[src/core/iac_map.vh]
// Register offsets, bit positions and reset values of the interrupt control block
`ifndef IAC_MAP_VH
`define IAC_MAP_VH
`define IAC_OFS_PORT_B_OUT 4'h0
`define IAC_OFS_PORT_A_OUT 4'h1
`define IAC_OFS_TMR1_CNT_LO 4'h4
`define IAC_OFS_TMR1_CNT_HI 4'h5
`define IAC_OFS_TMR2_CNT_LO 4'h8
`define IAC_OFS_TMR2_CNT_HI 4'h9
`define IAC_OFS_SHIFT 4'ha
`define IAC_OFS_AUX_CTRL 4'hb
`define IAC_OFS_LINE_CTRL 4'hc
`define IAC_OFS_FLAG 4'hd
`define IAC_OFS_ENABLE 4'he
`define IAC_BIT_PA2 0
`define IAC_BIT_PA1 1
`define IAC_BIT_SHIFT 2
`define IAC_BIT_PB2 3
`define IAC_BIT_PB1 4
`define IAC_BIT_TMR2 5
`define IAC_BIT_TMR1 6
`define IAC_BIT_SUMMARY 7
`define IAC_LC_PA1_EDGE 0
`define IAC_LC_PA2_LO 1
`define IAC_LC_PA2_HI 3
`define IAC_LC_PB1_EDGE 4
`define IAC_LC_PB2_LO 5
`define IAC_LC_PB2_HI 7
`define IAC_AUX_SHF_LO 2
`define IAC_AUX_SHF_HI 4
`define IAC_SHF_EXT_OUT 3'h7
`define IAC_SHF_DISABLED 3'h0
`define IAC_SHIFT_COUNT 4'h8
`define IAC_RST_BYTE 8'h00
`define IAC_RST_FLAGS 7'h00
`endif

[src/core/iac_edge_detect.v]
// Synchronised edge detector with selectable active transition
`timescale 1ns/1ns
module iac_edge_detect (
  // Clock and reset
  input wire core_clk,
  input wire sys_rst,
  // Pin and selection
  input wire pin,
  input wire rising_sel,
  // Results
  output wire level,
  output wire active_edge
);
  reg sync_a;
  reg sync_b;
  reg prev;

  always @(posedge core_clk or posedge sys_rst) begin
    if (sys_rst) begin
      sync_a <= 1'b1;
      sync_b <= 1'b1;
      prev <= 1'b1;
    end else begin
      sync_a <= pin;
      sync_b <= sync_a;
      prev <= sync_b;
    end
  end

  assign level = sync_b;
  assign active_edge = rising_sel ? (sync_b & ~prev) : (~sync_b & prev);
endmodule // iac_edge_detect

[src/core/iac_interrupt_ctrl.v]
// Interrupt flag, enable and request logic of the parallel interface adapter
// Operation
// - External-pulse shift-out shifts only on line 1 pulses; flags each eight, never stops.
// - Any shift register access clears shift flag and restarts the pulse count.
// - Request goes low whenever any flag and its enable are both one.
// - Request is open-collector: pulled low or released, never driven high.
// - Flag bits 6..0: timer 1, timer 2, PB1, PB2, shift, PA1, PA2; bit 7 summary.
// - Flag bit 7 reads OR of each flag ANDed with its enable.
// - Port A line flags set by transitions; cleared by port A output access.
// - Shift flag set on eight shifts; cleared by shift register access.
// - Port B line flags set by transitions; cleared by port B output access.
// - Second timer flag set on timeout; cleared by low read or high write.
// - First timer flag set on timeout; cleared by low read or high write.
// - Writes to flag bit 7 ignored; it falls only when no enabled flag.
// - Flag read returns contents; writing one clears that flag bit.
// - Enable write with bit 7 low clears each enable written as one.
// - Enable write with bit 7 high sets each enable written as one.
// - Enable read returns the seven enables with bit 7 zero.
// - Line control: PB2 in 7..5, PB1 in 4, PA2 in 3..1, PA1 in 0.
// - Port A line 1 edge select: zero falling, one rising.
// - Independent line-2 input modes: only writing one to the flag clears it.
`timescale 1ns/1ns
`include "iac_map.vh"
module iac_interrupt_ctrl (
  // Clock and reset
  input wire core_clk,
  input wire sys_rst,
  // Register bus
  input wire chip_sel,
  input wire [3:0] reg_sel,
  input wire read_not_write,
  input wire [7:0] data_in,
  output reg [7:0] data_out,
  // Peripheral control lines
  input wire port_a_line_1,
  input wire port_a_line_2,
  input wire port_b_line_1,
  input wire port_b_line_2,
  // Timer events from the timer blocks
  input wire first_timer_timeout,
  input wire second_timer_timeout,
  // Shift register serial output
  output wire shift_serial_out,
  // Open-collector request
  output wire irq_out,
  output wire irq_oe
);
  reg [7:0] peripheral_line_control;
  reg [2:0] shf_mode;
  reg [6:0] flags;
  reg [6:0] enables;
  reg [6:0] next_flags;
  reg [7:0] next_data_out;
  wire pa1_level;
  wire pa1_edge;
  wire pa2_level;
  wire pa2_edge;
  wire pb1_level;
  wire pb1_edge;
  wire pb2_level;
  wire pb2_edge;
  wire [7:0] shift_data;
  wire shift_done;
  wire summary;

  // Mode of a line-2 pin, 3-bit field
  function is_independent_input;
    input [2:0] fld;
    begin
      is_independent_input = (fld[2] == 1'b0) && fld[0];
    end
  endfunction

  function is_input;
    input [2:0] fld;
    begin
      is_input = (fld[2] == 1'b0);
    end
  endfunction

  wire access = chip_sel;
  wire wr = chip_sel & ~read_not_write;
  wire rd = chip_sel & read_not_write;
  wire [2:0] pa2_fld = peripheral_line_control[`IAC_LC_PA2_HI:`IAC_LC_PA2_LO];
  wire [2:0] pb2_fld = peripheral_line_control[`IAC_LC_PB2_HI:`IAC_LC_PB2_LO];
  wire acc_pa = access && (reg_sel == `IAC_OFS_PORT_A_OUT);
  wire acc_pb = access && (reg_sel == `IAC_OFS_PORT_B_OUT);
  wire acc_shf = access && (reg_sel == `IAC_OFS_SHIFT);
  wire tmr1_clr = (rd && reg_sel == `IAC_OFS_TMR1_CNT_LO) ||
    (wr && reg_sel == `IAC_OFS_TMR1_CNT_HI);
  wire tmr2_clr = (rd && reg_sel == `IAC_OFS_TMR2_CNT_LO) ||
    (wr && reg_sel == `IAC_OFS_TMR2_CNT_HI);
  wire [6:0] wr_clear = (wr && reg_sel == `IAC_OFS_FLAG) ? data_in[6:0] : 7'h00;

  iac_edge_detect u_pa1 (
    .core_clk(core_clk),
    .sys_rst(sys_rst),
    .pin(port_a_line_1),
    .rising_sel(peripheral_line_control[`IAC_LC_PA1_EDGE]),
    .level(pa1_level),
    .active_edge(pa1_edge)
  );

  iac_edge_detect u_pa2 (
    .core_clk(core_clk),
    .sys_rst(sys_rst),
    .pin(port_a_line_2),
    .rising_sel(pa2_fld[1]),
    .level(pa2_level),
    .active_edge(pa2_edge)
  );

  iac_edge_detect u_pb1 (
    .core_clk(core_clk),
    .sys_rst(sys_rst),
    .pin(port_b_line_1),
    .rising_sel(peripheral_line_control[`IAC_LC_PB1_EDGE]),
    .level(pb1_level),
    .active_edge(pb1_edge)
  );

  iac_edge_detect u_pb2 (
    .core_clk(core_clk),
    .sys_rst(sys_rst),
    .pin(port_b_line_2),
    .rising_sel(pb2_fld[1]),
    .level(pb2_level),
    .active_edge(pb2_edge)
  );

  // Shifts on the selected edge of port B line 1
  iac_shift_unit u_shift (
    .core_clk(core_clk),
    .sys_rst(sys_rst),
    .mode(shf_mode),
    .shift_pulse(pb1_edge),
    .host_access(acc_shf),
    .host_write(wr),
    .host_wdata(data_in),
    .shift_data(shift_data),
    .serial_out(shift_serial_out),
    .done(shift_done)
  );

  // Set wins over any clear in the same cycle, except that disabled shift mode keeps the shift flag clear
  always @* begin
    next_flags = flags & ~wr_clear;
    if (acc_pa) begin
      next_flags[`IAC_BIT_PA1] = 1'b0;
      if (!is_independent_input(pa2_fld))
        next_flags[`IAC_BIT_PA2] = 1'b0;
    end
    if (acc_pb) begin
      next_flags[`IAC_BIT_PB1] = 1'b0;
      if (!is_independent_input(pb2_fld))
        next_flags[`IAC_BIT_PB2] = 1'b0;
    end
    if (acc_shf)
      next_flags[`IAC_BIT_SHIFT] = 1'b0;
    if (tmr1_clr)
      next_flags[`IAC_BIT_TMR1] = 1'b0;
    if (tmr2_clr)
      next_flags[`IAC_BIT_TMR2] = 1'b0;
    if (pa1_edge)
      next_flags[`IAC_BIT_PA1] = 1'b1;
    if (pa2_edge && is_input(pa2_fld))
      next_flags[`IAC_BIT_PA2] = 1'b1;
    if (pb1_edge)
      next_flags[`IAC_BIT_PB1] = 1'b1;
    if (pb2_edge && is_input(pb2_fld))
      next_flags[`IAC_BIT_PB2] = 1'b1;
    if (shift_done)
      next_flags[`IAC_BIT_SHIFT] = 1'b1;
    if (shf_mode == `IAC_SHF_DISABLED)
      next_flags[`IAC_BIT_SHIFT] = 1'b0;
    if (first_timer_timeout)
      next_flags[`IAC_BIT_TMR1] = 1'b1;
    if (second_timer_timeout)
      next_flags[`IAC_BIT_TMR2] = 1'b1;
  end

  assign summary = |(flags & enables);

  always @* begin
    next_data_out = `IAC_RST_BYTE;
    if (reg_sel == `IAC_OFS_FLAG)
      next_data_out = {summary, flags};
    else if (reg_sel == `IAC_OFS_ENABLE)
      next_data_out = {1'b0, enables};
    else if (reg_sel == `IAC_OFS_LINE_CTRL)
      next_data_out = peripheral_line_control;
    else if (reg_sel == `IAC_OFS_SHIFT)
      next_data_out = shift_data;
    else if (reg_sel == `IAC_OFS_AUX_CTRL)
      next_data_out = {3'h0, shf_mode, 2'h0};
  end

  always @(posedge core_clk or posedge sys_rst) begin
    if (sys_rst) begin
      flags <= `IAC_RST_FLAGS;
      enables <= `IAC_RST_FLAGS;
      peripheral_line_control <= `IAC_RST_BYTE;
      shf_mode <= `IAC_SHF_DISABLED;
      data_out <= `IAC_RST_BYTE;
    end else begin
      flags <= next_flags;
      if (rd)
        data_out <= next_data_out;
      if (wr && reg_sel == `IAC_OFS_ENABLE) begin
        if (data_in[`IAC_BIT_SUMMARY])
          enables <= enables | data_in[6:0];
        else
          enables <= enables & ~data_in[6:0];
      end
      if (wr && reg_sel == `IAC_OFS_LINE_CTRL)
        peripheral_line_control <= data_in;
      if (wr && reg_sel == `IAC_OFS_AUX_CTRL)
        shf_mode <= data_in[`IAC_AUX_SHF_HI:`IAC_AUX_SHF_LO];
    end
  end

  // Only ever pulls low; a pull-up outside gives the high level
  assign irq_out = 1'b0;
  assign irq_oe = summary;
endmodule // iac_interrupt_ctrl

[src/core/iac_shift_unit.v]
// Shift register with external-pulse shift-out and eight-pulse counter
`timescale 1ns/1ns
`include "iac_map.vh"
module iac_shift_unit (
  // Clock and reset
  input wire core_clk,
  input wire sys_rst,
  // Mode and controls
  input wire [2:0] mode,
  input wire shift_pulse,
  input wire host_access,
  input wire host_write,
  input wire [7:0] host_wdata,
  // Results
  output reg [7:0] shift_data,
  output wire serial_out,
  output reg done
);
  reg [3:0] count;
  wire ext_out = (mode == `IAC_SHF_EXT_OUT);

  always @(posedge core_clk or posedge sys_rst) begin
    if (sys_rst) begin
      shift_data <= `IAC_RST_BYTE;
      count <= 4'h0;
      done <= 1'b0;
    end else begin
      done <= 1'b0;
      if (host_access) begin
        // Restarts the count of the next eight pulses
        count <= 4'h0;
        if (host_write)
          shift_data <= host_wdata;
      end else if (ext_out && shift_pulse) begin
        // Bit 7 recirculates so shifting never stops
        shift_data <= {shift_data[6:0], shift_data[7]};
        if (count == `IAC_SHIFT_COUNT - 4'h1) begin
          count <= 4'h0;
          done <= 1'b1;
        end else begin
          count <= count + 4'h1;
        end
      end
    end
  end

  assign serial_out = shift_data[7];
endmodule // iac_shift_unit

[config.mk]
export PLATFORM = sky130hd
export DESIGN_NAME = iac_interrupt_ctrl
export DESIGN_NICKNAME = d
export VERILOG_FILES = /design/src/core/iac_edge_detect.v /design/src/core/iac_interrupt_ctrl.v /design/src/core/iac_shift_unit.v
export VERILOG_INCLUDE_DIRS = /design/src /design/src/core
export SDC_FILE = /design/constraint.sdc
export NUM_CORES = 1
export LEC_CHECK = 0
export ABC_AREA = 1
export BUFFER_PORTS_ARGS = -buffer_cell sky130_fd_sc_hd__buf_2
export CAP_MARGIN = 10
export CORE_ASPECT_RATIO = 0.6
export CORE_UTILIZATION = 35
export CTS_CLUSTER_DIAMETER = 80
export DETAILED_ROUTE_END_ITERATION = 10
export MAX_ROUTING_LAYER = met4
export PLACE_DENSITY_LB_ADDON = 0.3
export SYNTH_ARGS = -nofsm -noshare
export SYNTH_HDL_FRONTEND = slang
export SYNTH_SLANG_ARGS = --single-unit
export TNS_END_PERCENT = 100
[constraint.sdc]
create_clock -name core_clk -period 3.2 [get_ports core_clk]
set_input_delay 0.16 -clock core_clk [delete_from_list [all_inputs] [get_ports core_clk]]
set_output_delay 0.16 -clock core_clk [all_outputs]
set_load 0.005 [all_outputs]
Word level (Yosys, flattened, before mapping)
Index checks and enable logic that the tools add are counted.

operators by class
  $add $sub $neg = 1
  eq/ne operators = 13
  muxes and demuxes = 35
  bitwise logic cells = 27
  reductions and logical operators = 23

operators with widths
  cell                                                                    number
  8-bit 2-to-1 mux                                                        7
  4-bit equality test (second input constant)                             7
  7-bit bitwise AND                                                       3
  1-bit 2-to-1 mux                                                        20
  1-bit logical AND                                                       16
  7-bit 2-to-1 mux                                                        2
  7-bit NOT                                                               2
  4-bit by 3-bit equality test with 1-bit output (second input constant)  3
  4-bit 2-to-1 mux                                                        3
  1-bit NOT                                                               11
  1-bit bitwise AND                                                       10
  7-bit bitwise OR                                                        1
  7-bit OR reduction                                                      1
  5-bit 2-to-1 mux                                                        1
  4-bit by 1-bit adder with 4-bit output (second input constant)          1
  4-bit by 1-bit equality test with 1-bit output (second input constant)  1
  4-bit logical NOT                                                       1
  2-bit 2-to-1 mux                                                        2
  3-bit equality test (second input constant)                             1
  3-bit logical NOT                                                       1
  1-bit logical OR                                                        2
  2-bit inequality test (second input constant)                           1
  2-bit AND reduction                                                     1
  2-bit nonzero test                                                      1

word-level totals
  register bits = 58
  bits of input ports = 22
  output and inout bits = 11
  word-level logic and storage cells = 119

Depth between registers and ports, before layout
Gate-level depths: netlist of the first run.

  word-level depth = 9
  gate-level depth with buffers = 9
  mapped depth without buffers = 9

Hierarchy
A second synthesis of the first run with hierarchy kept.

unflattened totals
  cell total of the unflattened synthesis = 385
  area total of the unflattened synthesis = 2976.6 um^2

by module, submodules not included
  module              instances  cells an instance  area an instance (um^2)
  iac_interrupt_ctrl  1          252                1828.0
  iac_shift_unit      1          93                 718.2
  iac_edge_detect     4          10                 107.6

Worst setup path before layout of the first run
No wires, ideal clock.

  path type = flip-flop to flip-flop
  start = register u_pb1.sync_b, in the netlist u_pb1.level
  end = register u_shift.shift_data[0]
  arrival = 1179 ps
  data required time = 3082 ps
  path slack = 1903 ps
  cell stages (with the launch flop) = 9
  period minus slack after synthesis = 1297 ps
  cell sequence = dfstp_2 -> nand2_1 -> nand2_1 -> nand2_1 -> nor2_2 -> nand2_1 -> buf_4 -> nand3_1 -> nand2_1

between the ends
  cells in the longest elaborated chain, start to end = 6

ends and longest elaborated chain
  what                                      line                  source
  start, declared                           iac_edge_detect.v:15  reg sync_b;
  start signal, assigned                    iac_edge_detect.v:25  sync_b <= sync_a;
  1-bit NOT                                 iac_edge_detect.v:31  assign active_edge = rising_sel ? (sync_b & ~prev) : (~sync_b & prev);
  1-bit bitwise AND                         iac_edge_detect.v:31
  1-bit 2-to-1 mux (*)                      iac_edge_detect.v:31
  1-bit logical AND (*)                     iac_shift_unit.v:34   end else if (ext_out && shift_pulse) begin
  2-bit nonzero test (no source line) (*)   n/a
  2-bit AND reduction (no source line) (*)  n/a
  end signal, assigned                      iac_shift_unit.v:24   shift_data <= `IAC_RST_BYTE;
  end signal, assigned                      iac_shift_unit.v:33   shift_data <= host_wdata;
  end signal, assigned                      iac_shift_unit.v:36   shift_data <= {shift_data[6:0], shift_data[7]};
  end, declared                             iac_shift_unit.v:15   output reg [7:0] shift_data,

Every way passes the cells marked *; elsewhere a longest branch is shown, timed or not.
A chain may end at the register's enable or synchronous reset.

Worst setup path in the final report of the first run
  start = register u_pb1.prev
  end = register u_shift.shift_data[6]

between the ends
  cells in the longest elaborated chain, start to end = 6

ends and longest elaborated chain
  what                                      line                  source
  start, declared                           iac_edge_detect.v:16  reg prev;
  start signal, assigned                    iac_edge_detect.v:26  prev <= sync_b;
  1-bit NOT                                 iac_edge_detect.v:31
  1-bit bitwise AND                         iac_edge_detect.v:31
  1-bit 2-to-1 mux (*)                      iac_edge_detect.v:31
  1-bit logical AND (*)                     iac_shift_unit.v:34
  2-bit nonzero test (no source line) (*)   n/a
  2-bit AND reduction (no source line) (*)  n/a

Marks and branches as above.

==> summary.md, run 1 <==
| Metric | Value |
|---|---|
| Fill count | `814` |
| Site Rows | `25` |
| Total power | `2.11 mW` |
| Min-delay src | `first_timer_timeout` |
| RePlAce Congestion | `0.901` |
| Clock slew seen by the registers of the worst setup and hold paths | `0.05 ns` |
| Xor and xnor area share after synthesis | `0.613%` |
| Final Setup Violations | `0` |
| Worst min-delay path category | `in2reg` |
| Largest cells by area after synthesis | `dfrtp_1 (40%), nand2_1 (14%), dfstp_2 (11%)` |
| Syn avg cell area | `8.13 µm²` |
| Final hold viol count | `0` |
| Simple-Gate Fraction of Synth Area | `30.5%` |
| Area occupied by multi-input gates | `1210 µm²` |
| TritonCTS buffer count | `9` |
| Async set-reset flop share out of synthesis | `100%` |
| Period utilization | `51.4%` |
| CTS H-tree lvls | `3` |
| Antenna-violating nets left | `0` |
| Critical path required time | `3.42 ns` |
| IO Count | `33` |
| Cells after Synth | `351` |
| Crit-path max cell delay | `0.53 ns` |
| Most frequent CP cell | `nand2_1` |
| CP startpoint | `u_pb1.prev` |
| Count of non-filler cells in the finished layout | `502` |
| Critical path class | `reg2reg` |
| RSZ-0062 raised after global routing | `no` |
| CP Capture Type | `register` |
| Pleak | `1.75 nW` |
| Reg2Reg Launch Point | `u_pb1.prev` |
| Drt wl/cell | `14.6 µm` |
| Root buf cell | `clkbuf_16` |
| Diode count | `0` |
| Routed vias | `2496` |
| Initial antenna violation count | `0` |
| Setup TNS | `0 ns` |
| WP data arrival | `1.86 ns` |
| Tmin final | `1.64 ns` |
| Yosys top cell by area | `dfrtp_1` |
| Die area | `8530 µm²` |
| Largest net degree at the start of global routing | `40` |
| Maxcap violations | `0` |
| CP delay by family, top | `simple AND/OR/NAND/NOR gates` |
| Clk_lat worst skew | `0.33 ns` |
| FMAX | `609 MHz` |
| VDD IR-drop max | `0.454 mV` |
| Buffers on Ports | `31` |
| Die Wd | `119 µm` |
| Mapped cell area | `2860 µm²` |
| Synth warn | `0` |
| CP bufs+invs | `1` |
| Slowest-stage cell, CP | `dfstp_2` |
| Register area | `1470 µm²` |
| Drt first pass iters | `5` |
| Layout cells sized above 1 | `20.1%` |
| Core Box Area | `7880 µm²` |
| Status | `complete, no violations` |
| GR Overflow Total | `0` |
| Vias per inst | `4.97` |
| Global-route wire length before repair | `12200 µm` |
| Synth Register Bits | `58` |
| Post-synth top area share | `40.3%` |
| Post-synthesis mux area share | `0%` |
| Drc violations | `0` |
| EDFF count, synth | `0` |
| Crit Path Max Fanout | `12` |
| Clock buffer depth | `2` |
| CTS tree | `done` |
| Die Y | `72.0 µm` |
| Startpoint types | `register` |
| CP Cell Sequence | `inv_1 -> nand2_1 -> nand2_1 -> nand2_1 -> nor2_2 -> nand2_1 -> nand2_2 -> nand2_1 -> nand2_1` |
| Worst clock skew | `0.00652 ns` |
| Cell variety after synth | `30` |
| Post-synth top cells | `nand2_1 (109), nand3_1 (48), dfrtp_1 (46), o21ai_1 (31), inv_1 (26)` |
| Slew Viols, Final | `0` |
| Layout area overhead | `21.2%` |
| Synth Flop Type | `dfrtp_1` |
| Placed Instances | `481` |
| 1st-iter DRT viols | `217` |
| Most frequent cell after synthesis | `nand2_1` |
| Clk sinks | `58` |
| PD cells | `609 nW/µm²` |
| Total Routing Usage GR | `20.0%` |
| Initial core utilization | `36.2%` |
| Hpwl dp | `5550 µm` |
| Vias in the first global route | `2317` |
| Compound-Gate Fraction of Synth Area | `10.8%` |
| Syn Nets | `374` |
| Largest family of logic cells by synthesized area | `simple AND/OR/NAND/NOR gates` |
| Adder-Cell Fraction of Synth Area | `0.438%` |
| Seq/Total Area, Yosys | `51.4%` |
| Nets | `412` |
| Routed Wire Length | `7350 µm` |
==> cell type report <==
| cell class | count | share of cell area (%) |
|---|---|---|
| well taps | 108 | 3.91 |
| multi-input cells | 253 | 35.0 |
| flip-flops and latches | 58 | 42.4 |
| repair buffers | 37 | 6.15 |
| clock buffers | 11 | 7.02 |
| inverters | 30 | 3.25 |
| clock inverters | 5 | 2.24 |
==> worst paths after layout <==
check | slack [ns] | cells past startpoint | to
min in group asynchronous | 0.36 | 3 | shf_mode[2]
worst min register to register | 0.35 | 0 | u_pb2.level
worst min-delay path | 0.02 | 3 | flags[6]
worst max register to register | 1.56 | 9 | u_shift.shift_data[6]
worst max-delay path | 1.56 | 9 | u_shift.shift_data[6]
max in group asynchronous | 1.98 | 4 | u_pa1.prev
==> cells in the final DEF (no fill, tap or decap), types with 2 or more instances in the layout <==
| cell type | instances |
|---|---|
| buf_2 | 31 |
| a21oi_1 | 5 |
| nor2_1 | 14 |
| o21ai_1 | 31 |
| bufinv_16 | 2 |
| dfstp_2 | 12 |
| o211ai_1 | 2 |
| clkbuf_16 | 9 |
| nand2_2 | 5 |
| dfrtp_1 | 46 |
| dlygate4sd3_1 | 5 |
| nor3_1 | 4 |
| nor2_2 | 4 |
| nor2_4 | 2 |
| o21bai_1 | 7 |
| nand3_1 | 48 |
| o21ai_0 | 11 |
| inv_1 | 25 |
| inv_2 | 5 |
| nand2_1 | 109 |
| clkinv_2 | 2 |
==> per-stage QoR <==
stage	hold WS, ns	setup WS, ns	utilization (%)	cell area (µm²)
finish	0.0210	1.56	43.9	3460
global route	0.0307	1.40	43.9	3460
CTS	0.00958	1.54	43.9	3460
detailed placement	0.170	1.38	39.2	3090
global placement	0.169	1.47	39.2	3090
floorplan	0.164	1.63	-	2860
==> timing repair <==
action                                 CTS  global route
resized for setup                        0             0
buffers inserted                         0             0
endpoints found under the hold margin   15             0
hold buffers                             5             0
==> where the power goes <==
group / internal [mW] / switching, mW
Sequential: 0.804 / 0.0604
Clock: 0.699 / 0.331
Combinational: 0.0783 / 0.134
Total: 1.58 / 0.525
==> worst min-delay path, stage by stage <==
cell and delay, ns:
buf_2 0.08, inv_1 0.03, nand2_1 0.05
==> cells by family (layout without fill, tap and decap cells) <==
family,Yosys count,after routing
AO/OA/AOI/OAI,57,57
XOR/XNOR,2,2
adder cells (fa/ha/maj),1,1
buffers and inverters,40,83
flip-flops,58,58
other,1,1
AND/OR/NAND/NOR,192,192
==> routing by layer <==
layer | track usage (%) | vias up | part of all wire, % | routed length, µm
li1 | - | 1227 | - | -
met1 | 29.8 | 1148 | 50 | 3700
met2 | 25.0 | 108 | 38 | 2830
met3 | 5.42 | 13 | 9.5 | 702
met4 | 8.02 | 0 | 1.7 | 125
met5 | - | - | 0 | 0
Note: power is estimated with default switching activity, not from simulation.
==> inputs of run 2 (changes only) <==
==> constraint.sdc (replaced) <==
create_clock -name core_clk -period 1.7 [get_ports core_clk]
set_input_delay 0.085 -clock core_clk [delete_from_list [all_inputs] [get_ports core_clk]]
set_output_delay 0.085 -clock core_clk [all_outputs]
set_load 0.005 [all_outputs]
==> summary.md, run 2 (same netlist as run 1, synthesis figures left out) <==
| Metric | Value |
|---|---|
| Status | `complete, no violations` |
| Post_cts resized | `0` |
| Hpwl dp | `5680 µm` |
| Initial antenna violation count | `0` |
| CP Capture Type | `register` |
| Fill count | `800` |
| Clk_lat worst skew | `0.34 ns` |
| Clock slew seen by the registers of the worst setup and hold paths | `0.05 ns` |
| Largest net degree at the start of global routing | `40` |
| 1st-iter DRT viols | `217` |
| Total Routing Usage GR | `20.6%` |
| Buffers on Ports | `31` |
| Die Wd | `119 µm` |
| Core Box Area | `7880 µm²` |
| Layout cells sized above 1 | `20.8%` |
| Register area | `1470 µm²` |
| Drt first pass iters | `4` |
| Diode count | `0` |
| Final Setup Violations | `0` |
| Tmin final | `1.49 ns` |
| RSZ-0062 raised after global routing | `no` |
| Die Y | `72.0 µm` |
| CTS tree | `done` |
| Slew Viols, Final | `0` |
| GR Overflow Total | `0` |
| Critical path class | `reg2reg` |
| Site Rows | `25` |
| Die area | `8530 µm²` |
| VDD IR-drop max | `0.610 mV` |
| Critical path required time | `1.92 ns` |
| Worst min-delay path category | `in2reg` |
| FMAX | `670 MHz` |
| Final hold viol count | `0` |
| Drc violations | `0` |
| Count of non-filler cells in the finished layout | `507` |
| PD cells | `1120 nW/µm²` |
| Placed Instances | `484` |
| Routed vias | `2510` |
| Crit-path max cell delay | `0.54 ns` |
| Global-route wire length before repair | `12400 µm` |
| Maxcap violations | `0` |
| Layout area overhead | `23.0%` |
| Commonest non-fill, non-tap cell in the layout | `nand2_1` |
| RePlAce Congestion | `0.906` |
| Routed Wire Length | `7550 µm` |
| Nets | `417` |
| Root buf cell | `clkbuf_16` |
| Period utilization | `87.8%` |
| CP bufs+invs | `1` |
| Initial core utilization | `36.2%` |
| Most frequent cells in the layout | `nand2_1 (109), nand3_1 (48), dfrtp_1 (46), o21ai_1 (31), buf_2 (31)` |
| CP delay by family, top | `simple AND/OR/NAND/NOR gates` |
| Antenna-violating nets left | `0` |
| Drt wl/cell | `14.9 µm` |
| Most frequent CP cell | `nand2_1` |
| Vias in the first global route | `2310` |
| WP data arrival | `1.71 ns` |
| Clk sinks | `58` |
| Pleak | `1.77 nW` |
| Worst clock skew | `0.00580 ns` |
| Slowest-stage cell, CP | `dfstp_2` |
| IO Count | `33` |
| Setup TNS | `0 ns` |
| Clock buffer depth | `2` |
| Area occupied by multi-input gates | `1210 µm²` |
| TritonCTS buffer count | `9` |
| Vias per inst | `4.95` |
| Startpoint types | `register` |
| CTS H-tree lvls | `3` |
| CP Cell Sequence | `nand2_1 -> nand2_1 -> nand2_1 -> nor2_2 -> nand2_1 -> buf_4 -> nand3_1 -> nand2_1` |
| Crit Path Max Fanout | `7` |
-- run 2: changes by cell type in the layout (fill, tap and decap cells not counted) --
cell | before | now
buf_12 | 0 | 1
buf_4 | 1 | 3
clkbuf_1 | 1 | 0
clkbuf_8 | 1 | 0
clkinv_4 | 0 | 1
clkinvlp_4 | 1 | 2
dlygate4sd3_1 | 5 | 7
-- run 2: layout make-up --
type	count	share of cell area [%]
Clock buffer	9	6.41
Clock inverter	7	2.67
Inverter	30	3.21
Multi-Input combinational cell	253	34.5
Sequential cell	58	41.7
Tap cell	108	3.85
Timing Repair Buffer	42	7.62
-- run 2: final timing paths --
path | start | end | cells after the start | slack [ns]
worst max-delay path | u_pb1.level | u_shift.shift_data[5] | 8 | 0.21
worst min-delay path | data_in[4] | register | 3 | 0.03
worst max register to register | u_pb1.level | u_shift.shift_data[5] | 8 | 0.21
worst min register to register | u_pb2.sync_a | u_pb2.level | 0 | 0.35
max in group asynchronous | sys_rst | u_pb1.prev | 4 | 0.75
min in group asynchronous | sys_rst | async pin | 3 | 0.33
-- run 2: metrics by stage --
| stage | hold slack, ns | instance area [µm²] | utilization [%] | total power, mW | worst slack (ns) |
|---|---|---|---|---|---|
| detailed placement | 0.128 | 3120 | 39.6 | 2.04 | 0.197 |
| CTS | 0.0133 | 3510 | 44.6 | 3.99 | 0.190 |
| floorplan | 0.0895 | 2860 | - | 1.87 | 0.207 |
| global placement | 0.113 | 3120 | 39.6 | 2.02 | 0.240 |
| finish | 0.0266 | 3510 | 44.6 | 3.95 | 0.207 |
| global route | 0.0309 | 3510 | 44.6 | 4.13 | 0.0585 |
-- run 2: timing repair --
| item | 4_1_cts | 5_1_grt |
|---|---|---|
| setup endpoints to repair | 0 | 0 |
| hold buffers | 7 | 0 |
| endpoints found under the hold margin | 21 | 0 |
| buffers inserted | 0 | 0 |
-- run 2: tightest hold or removal path, stage by stage --
cell and delay, ns:
buf_2 0.10, nand2_1 0.07, o21ai_1 0.06
-- run 2: per-layer routing --
metal	global-route usage, %	vias to the layer above	wire length, µm
met2	24.6	92	2850
li1	-	1234	-
met3	8.81	6	608
met1	30.5	1178	4020
met5	-	-	0
met4	5.20	0	74
-- run 2: power by group --
part | switching [mW] | internal, mW
registers | 0.112 | 1.51
clock network | 0.634 | 1.28
logic | 0.255 | 0.156
==> inputs of run 3 (changes only) <==
--- a/config.mk
+++ b/config.mk
@@ -6,7 +6,6 @@
 export SDC_FILE = /design/constraint.sdc
 export NUM_CORES = 1
 export LEC_CHECK = 0
-export ABC_AREA = 1
 export BUFFER_PORTS_ARGS = -buffer_cell sky130_fd_sc_hd__buf_2
 export CAP_MARGIN = 10
 export CORE_ASPECT_RATIO = 0.6
==> summary.md, run 3 <==
| Metric | Value |
|---|---|
| Layout area overhead | `27.1%` |
| Hpwl dp | `5330 µm` |
| Clk sinks | `58` |
| Routed vias | `2144` |
| Comb power frac | `13.9%` |
| Reg power frac | `41.9%` |
| Buffers on Ports | `31` |
| Tmin final | `1.62 ns` |
| Root buf cell | `clkbuf_16` |
| Clock power frac | `44.2%` |
| Pint | `3.24 mW` |
| Commonest non-fill, non-tap cell in the layout | `dfrtp_1` |
| Maxcap violations | `0` |
| Pleak | `1.54 nW` |
| Layout cells sized above 1 | `35.7%` |
| PD cells | `1220 nW/µm²` |
| Drt wl/cell | `17.5 µm` |
| Cells after Synth | `246` |
| Total Routing Usage GR | `21.0%` |
| Initial core utilization | `37.2%` |
| CTS tree | `done` |
| Period utilization | `95.3%` |
| Initial antenna violation count | `0` |
| Crit Path Max Fanout | `9` |
| Critical path required time | `1.91 ns` |
| FMAX | `617 MHz` |
| Die Y | `71.0 µm` |
| Worst min-delay path category | `in2reg` |
| Vias in the first global route | `2181` |
| Largest net degree at the start of global routing | `59` |
| Yosys top cell by area | `dfrtp_1` |
| Mapped cell area | `2780 µm²` |
| Die Wd | `117 µm` |
| GR Overflow Total | `0` |
| Async set-reset flop share out of synthesis | `100%` |
| 1st-iter DRT viols | `183` |
| P_sw | `1.07 mW` |
| Clock buffer depth | `2` |
| VDD IR-drop max | `0.643 mV` |
| Core Box Area | `7480 µm²` |
| Largest cells by area after synthesis | `dfrtp_1 (41%), dfstp_2 (11%), mux2_2 (7.3%)` |
| Worst clock skew | `0.00986 ns` |
| Most frequent cells in the layout | `dfrtp_1 (46), buf_2 (31), nand2_1 (23), mux2_2 (18), nor2_1 (16)` |
| Synth Flop Type | `dfrtp_1` |
| Startpoint types | `register` |
| CTS H-tree lvls | `3` |
| Setup TNS | `0 ns` |
| Drc violations | `0` |
| Sw Share | `24.8%` |
| GR Util met2 | `25.4%` |
| Nets | `323` |
| TritonCTS buffer count | `9` |
| CP Capture Type | `register` |
| Seq/Total Area, Yosys | `52.8%` |
| Post-synth top cells | `dfrtp_1 (46), nand2_1 (23), mux2_2 (18), nor2_1 (16), dfstp_2 (12)` |
| Drt first pass iters | `5` |
| Synth warn | `0` |
| Final hold viol count | `0` |
| Syn Nets | `269` |
| Site Rows | `24` |
| Grt met1 use | `30.9%` |
| IO Count | `33` |
| Status | `complete, no violations` |
| WP data arrival | `1.83 ns` |
| Diode count | `0` |
| Most frequent cell after synthesis | `dfrtp_1` |
| Vias per inst | `5.24` |
| Die area | `8310 µm²` |
| Final Setup Violations | `0` |
| EDFF count, synth | `0` |
| Clk_lat worst skew | `0.33 ns` |
| Hold Worst Slack | `0.0694 ns` |
| Critical path class | `reg2reg` |
| Syn avg cell area | `11.3 µm²` |
| Met3 Usage GRT | `7.63%` |
| Slew Viols, Final | `0` |
| Cell variety after synth | `52` |
| Post-synth top area share | `41.4%` |
| Antenna-violating nets left | `0` |
| RePlAce Congestion | `0.900` |
| Clock slew seen by the registers of the worst setup and hold paths | `0.05 ns` |
| RSZ-0062 raised after global routing | `no` |
| Synth Register Bits | `58` |
| Most crowded layer after global routing | `met1` |
| Global-route wire length before repair | `11800 µm` |
| Routed Wire Length | `7150 µm` |
==> run 3: cell types whose count changed after synthesis, moves of 9 or more <==
| cell | before | now |
|---|---|---|
| mux2_2 | 0 | 18 |
| inv_1 | 26 | 6 |
| or2b_1 | 0 | 9 |
| o21ai_1 | 31 | 0 |
| nand2_1 | 109 | 23 |
| nand3_1 | 48 | 7 |
==> run 3: metrics by stage <==
| step | total power, mW | utilization (%) | cell area, µm² | setup slack (ns) | cells |
|---|---|---|---|---|---|
| 2_1_floorplan | 2.14 | - | 2780 | 0.0352 | 246 |
| 6_report | 4.31 | 47.2 | 3530 | 0.0801 | 409 |
| 4_1_cts | 4.37 | 46.9 | 3510 | 0.0637 | 407 |
| 3_3_place_gp | 2.38 | 41.6 | 3110 | 0.0627 | 384 |
| 3_5_place_dp | 2.41 | 41.6 | 3110 | 0.0125 | 384 |
| 5_1_grt | 4.53 | 47.2 | 3530 | 0.00624 | 409 |
==> run 3: layer usage <==
layer	routed length [µm]	share of wire, %
met1	3570	50
met4	140	2.0
met5	0	0
met2	2680	38
met3	754	11
==> run 3: path summary, 6_finish.rpt <==
path | from | endpoint | slack [ns] | cells after the start
setup / recovery | u_pb1.level | u_shift.shift_data[4] | 0.08 | 4
hold / removal | data_in[5] | peripheral_line_control[5] | 0.07 | 2
setup reg to reg | u_pb1.level | u_shift.shift_data[4] | 0.08 | 4
hold reg to reg | u_pb2.sync_a | u_pb2.level | 0.35 | 0
max in group asynchronous | sys_rst | u_pb2.prev | 1.04 | 4
min in group asynchronous | sys_rst | shf_mode[1] | 0.35 | 4
==> run 3: logic make-up after synthesis <==
logic type	after synthesis	share of synthesized area (%)
XOR/XNOR	2	0.630
multiplexers	26	10.2
flip-flops	58	52.8
adder cells (fa/ha/maj)	1	0.450
AND/OR/NAND/NOR	85	18.1
AO/OA/AOI/OAI	58	15.1
other	1	0.135
buffers and inverters	15	2.70
==> run 3: worst max-delay path: stages (launching register included) <==
cell	delay [ns]
dfstp_2	0.57
and3b_2	0.23
o21ai_2	0.11
or2_4	0.32
o221a_2	0.28
==> run 3: cell type report <==
class	instances	area, µm²
Fill cell	720	3950
Inverter	6	22.5
Multi-Input combinational cell	173	1250
Clock buffer	13	250
Sequential cell	58	1470
Clock inverter	3	65.1
Timing Repair Buffer	52	343
Tap cell	104	130
==> run 3: what timing repair did <==
item | CTS | global route
setup endpoints to repair | 1 | 11
pin swaps | 0 | 2
setup buffers | 0 | 2
endpoints found under the hold margin | 52 | 0
gates resized for setup | 2 | 2
hold buffers | 7 | 0
==> run 3: power groups by stage <==
stage | logic (mW) | registers [mW] | clock network [mW]
6_report | 0.599 | 1.81 | 1.91
5_1_grt | 0.678 | 1.83 | 2.02
3_5_place_dp | 0.588 | 1.82 | 0
2_1_floorplan | 0.386 | 1.75 | 0
3_3_place_gp | 0.572 | 1.81 | 0
4_1_cts | 0.601 | 1.80 | 1.97
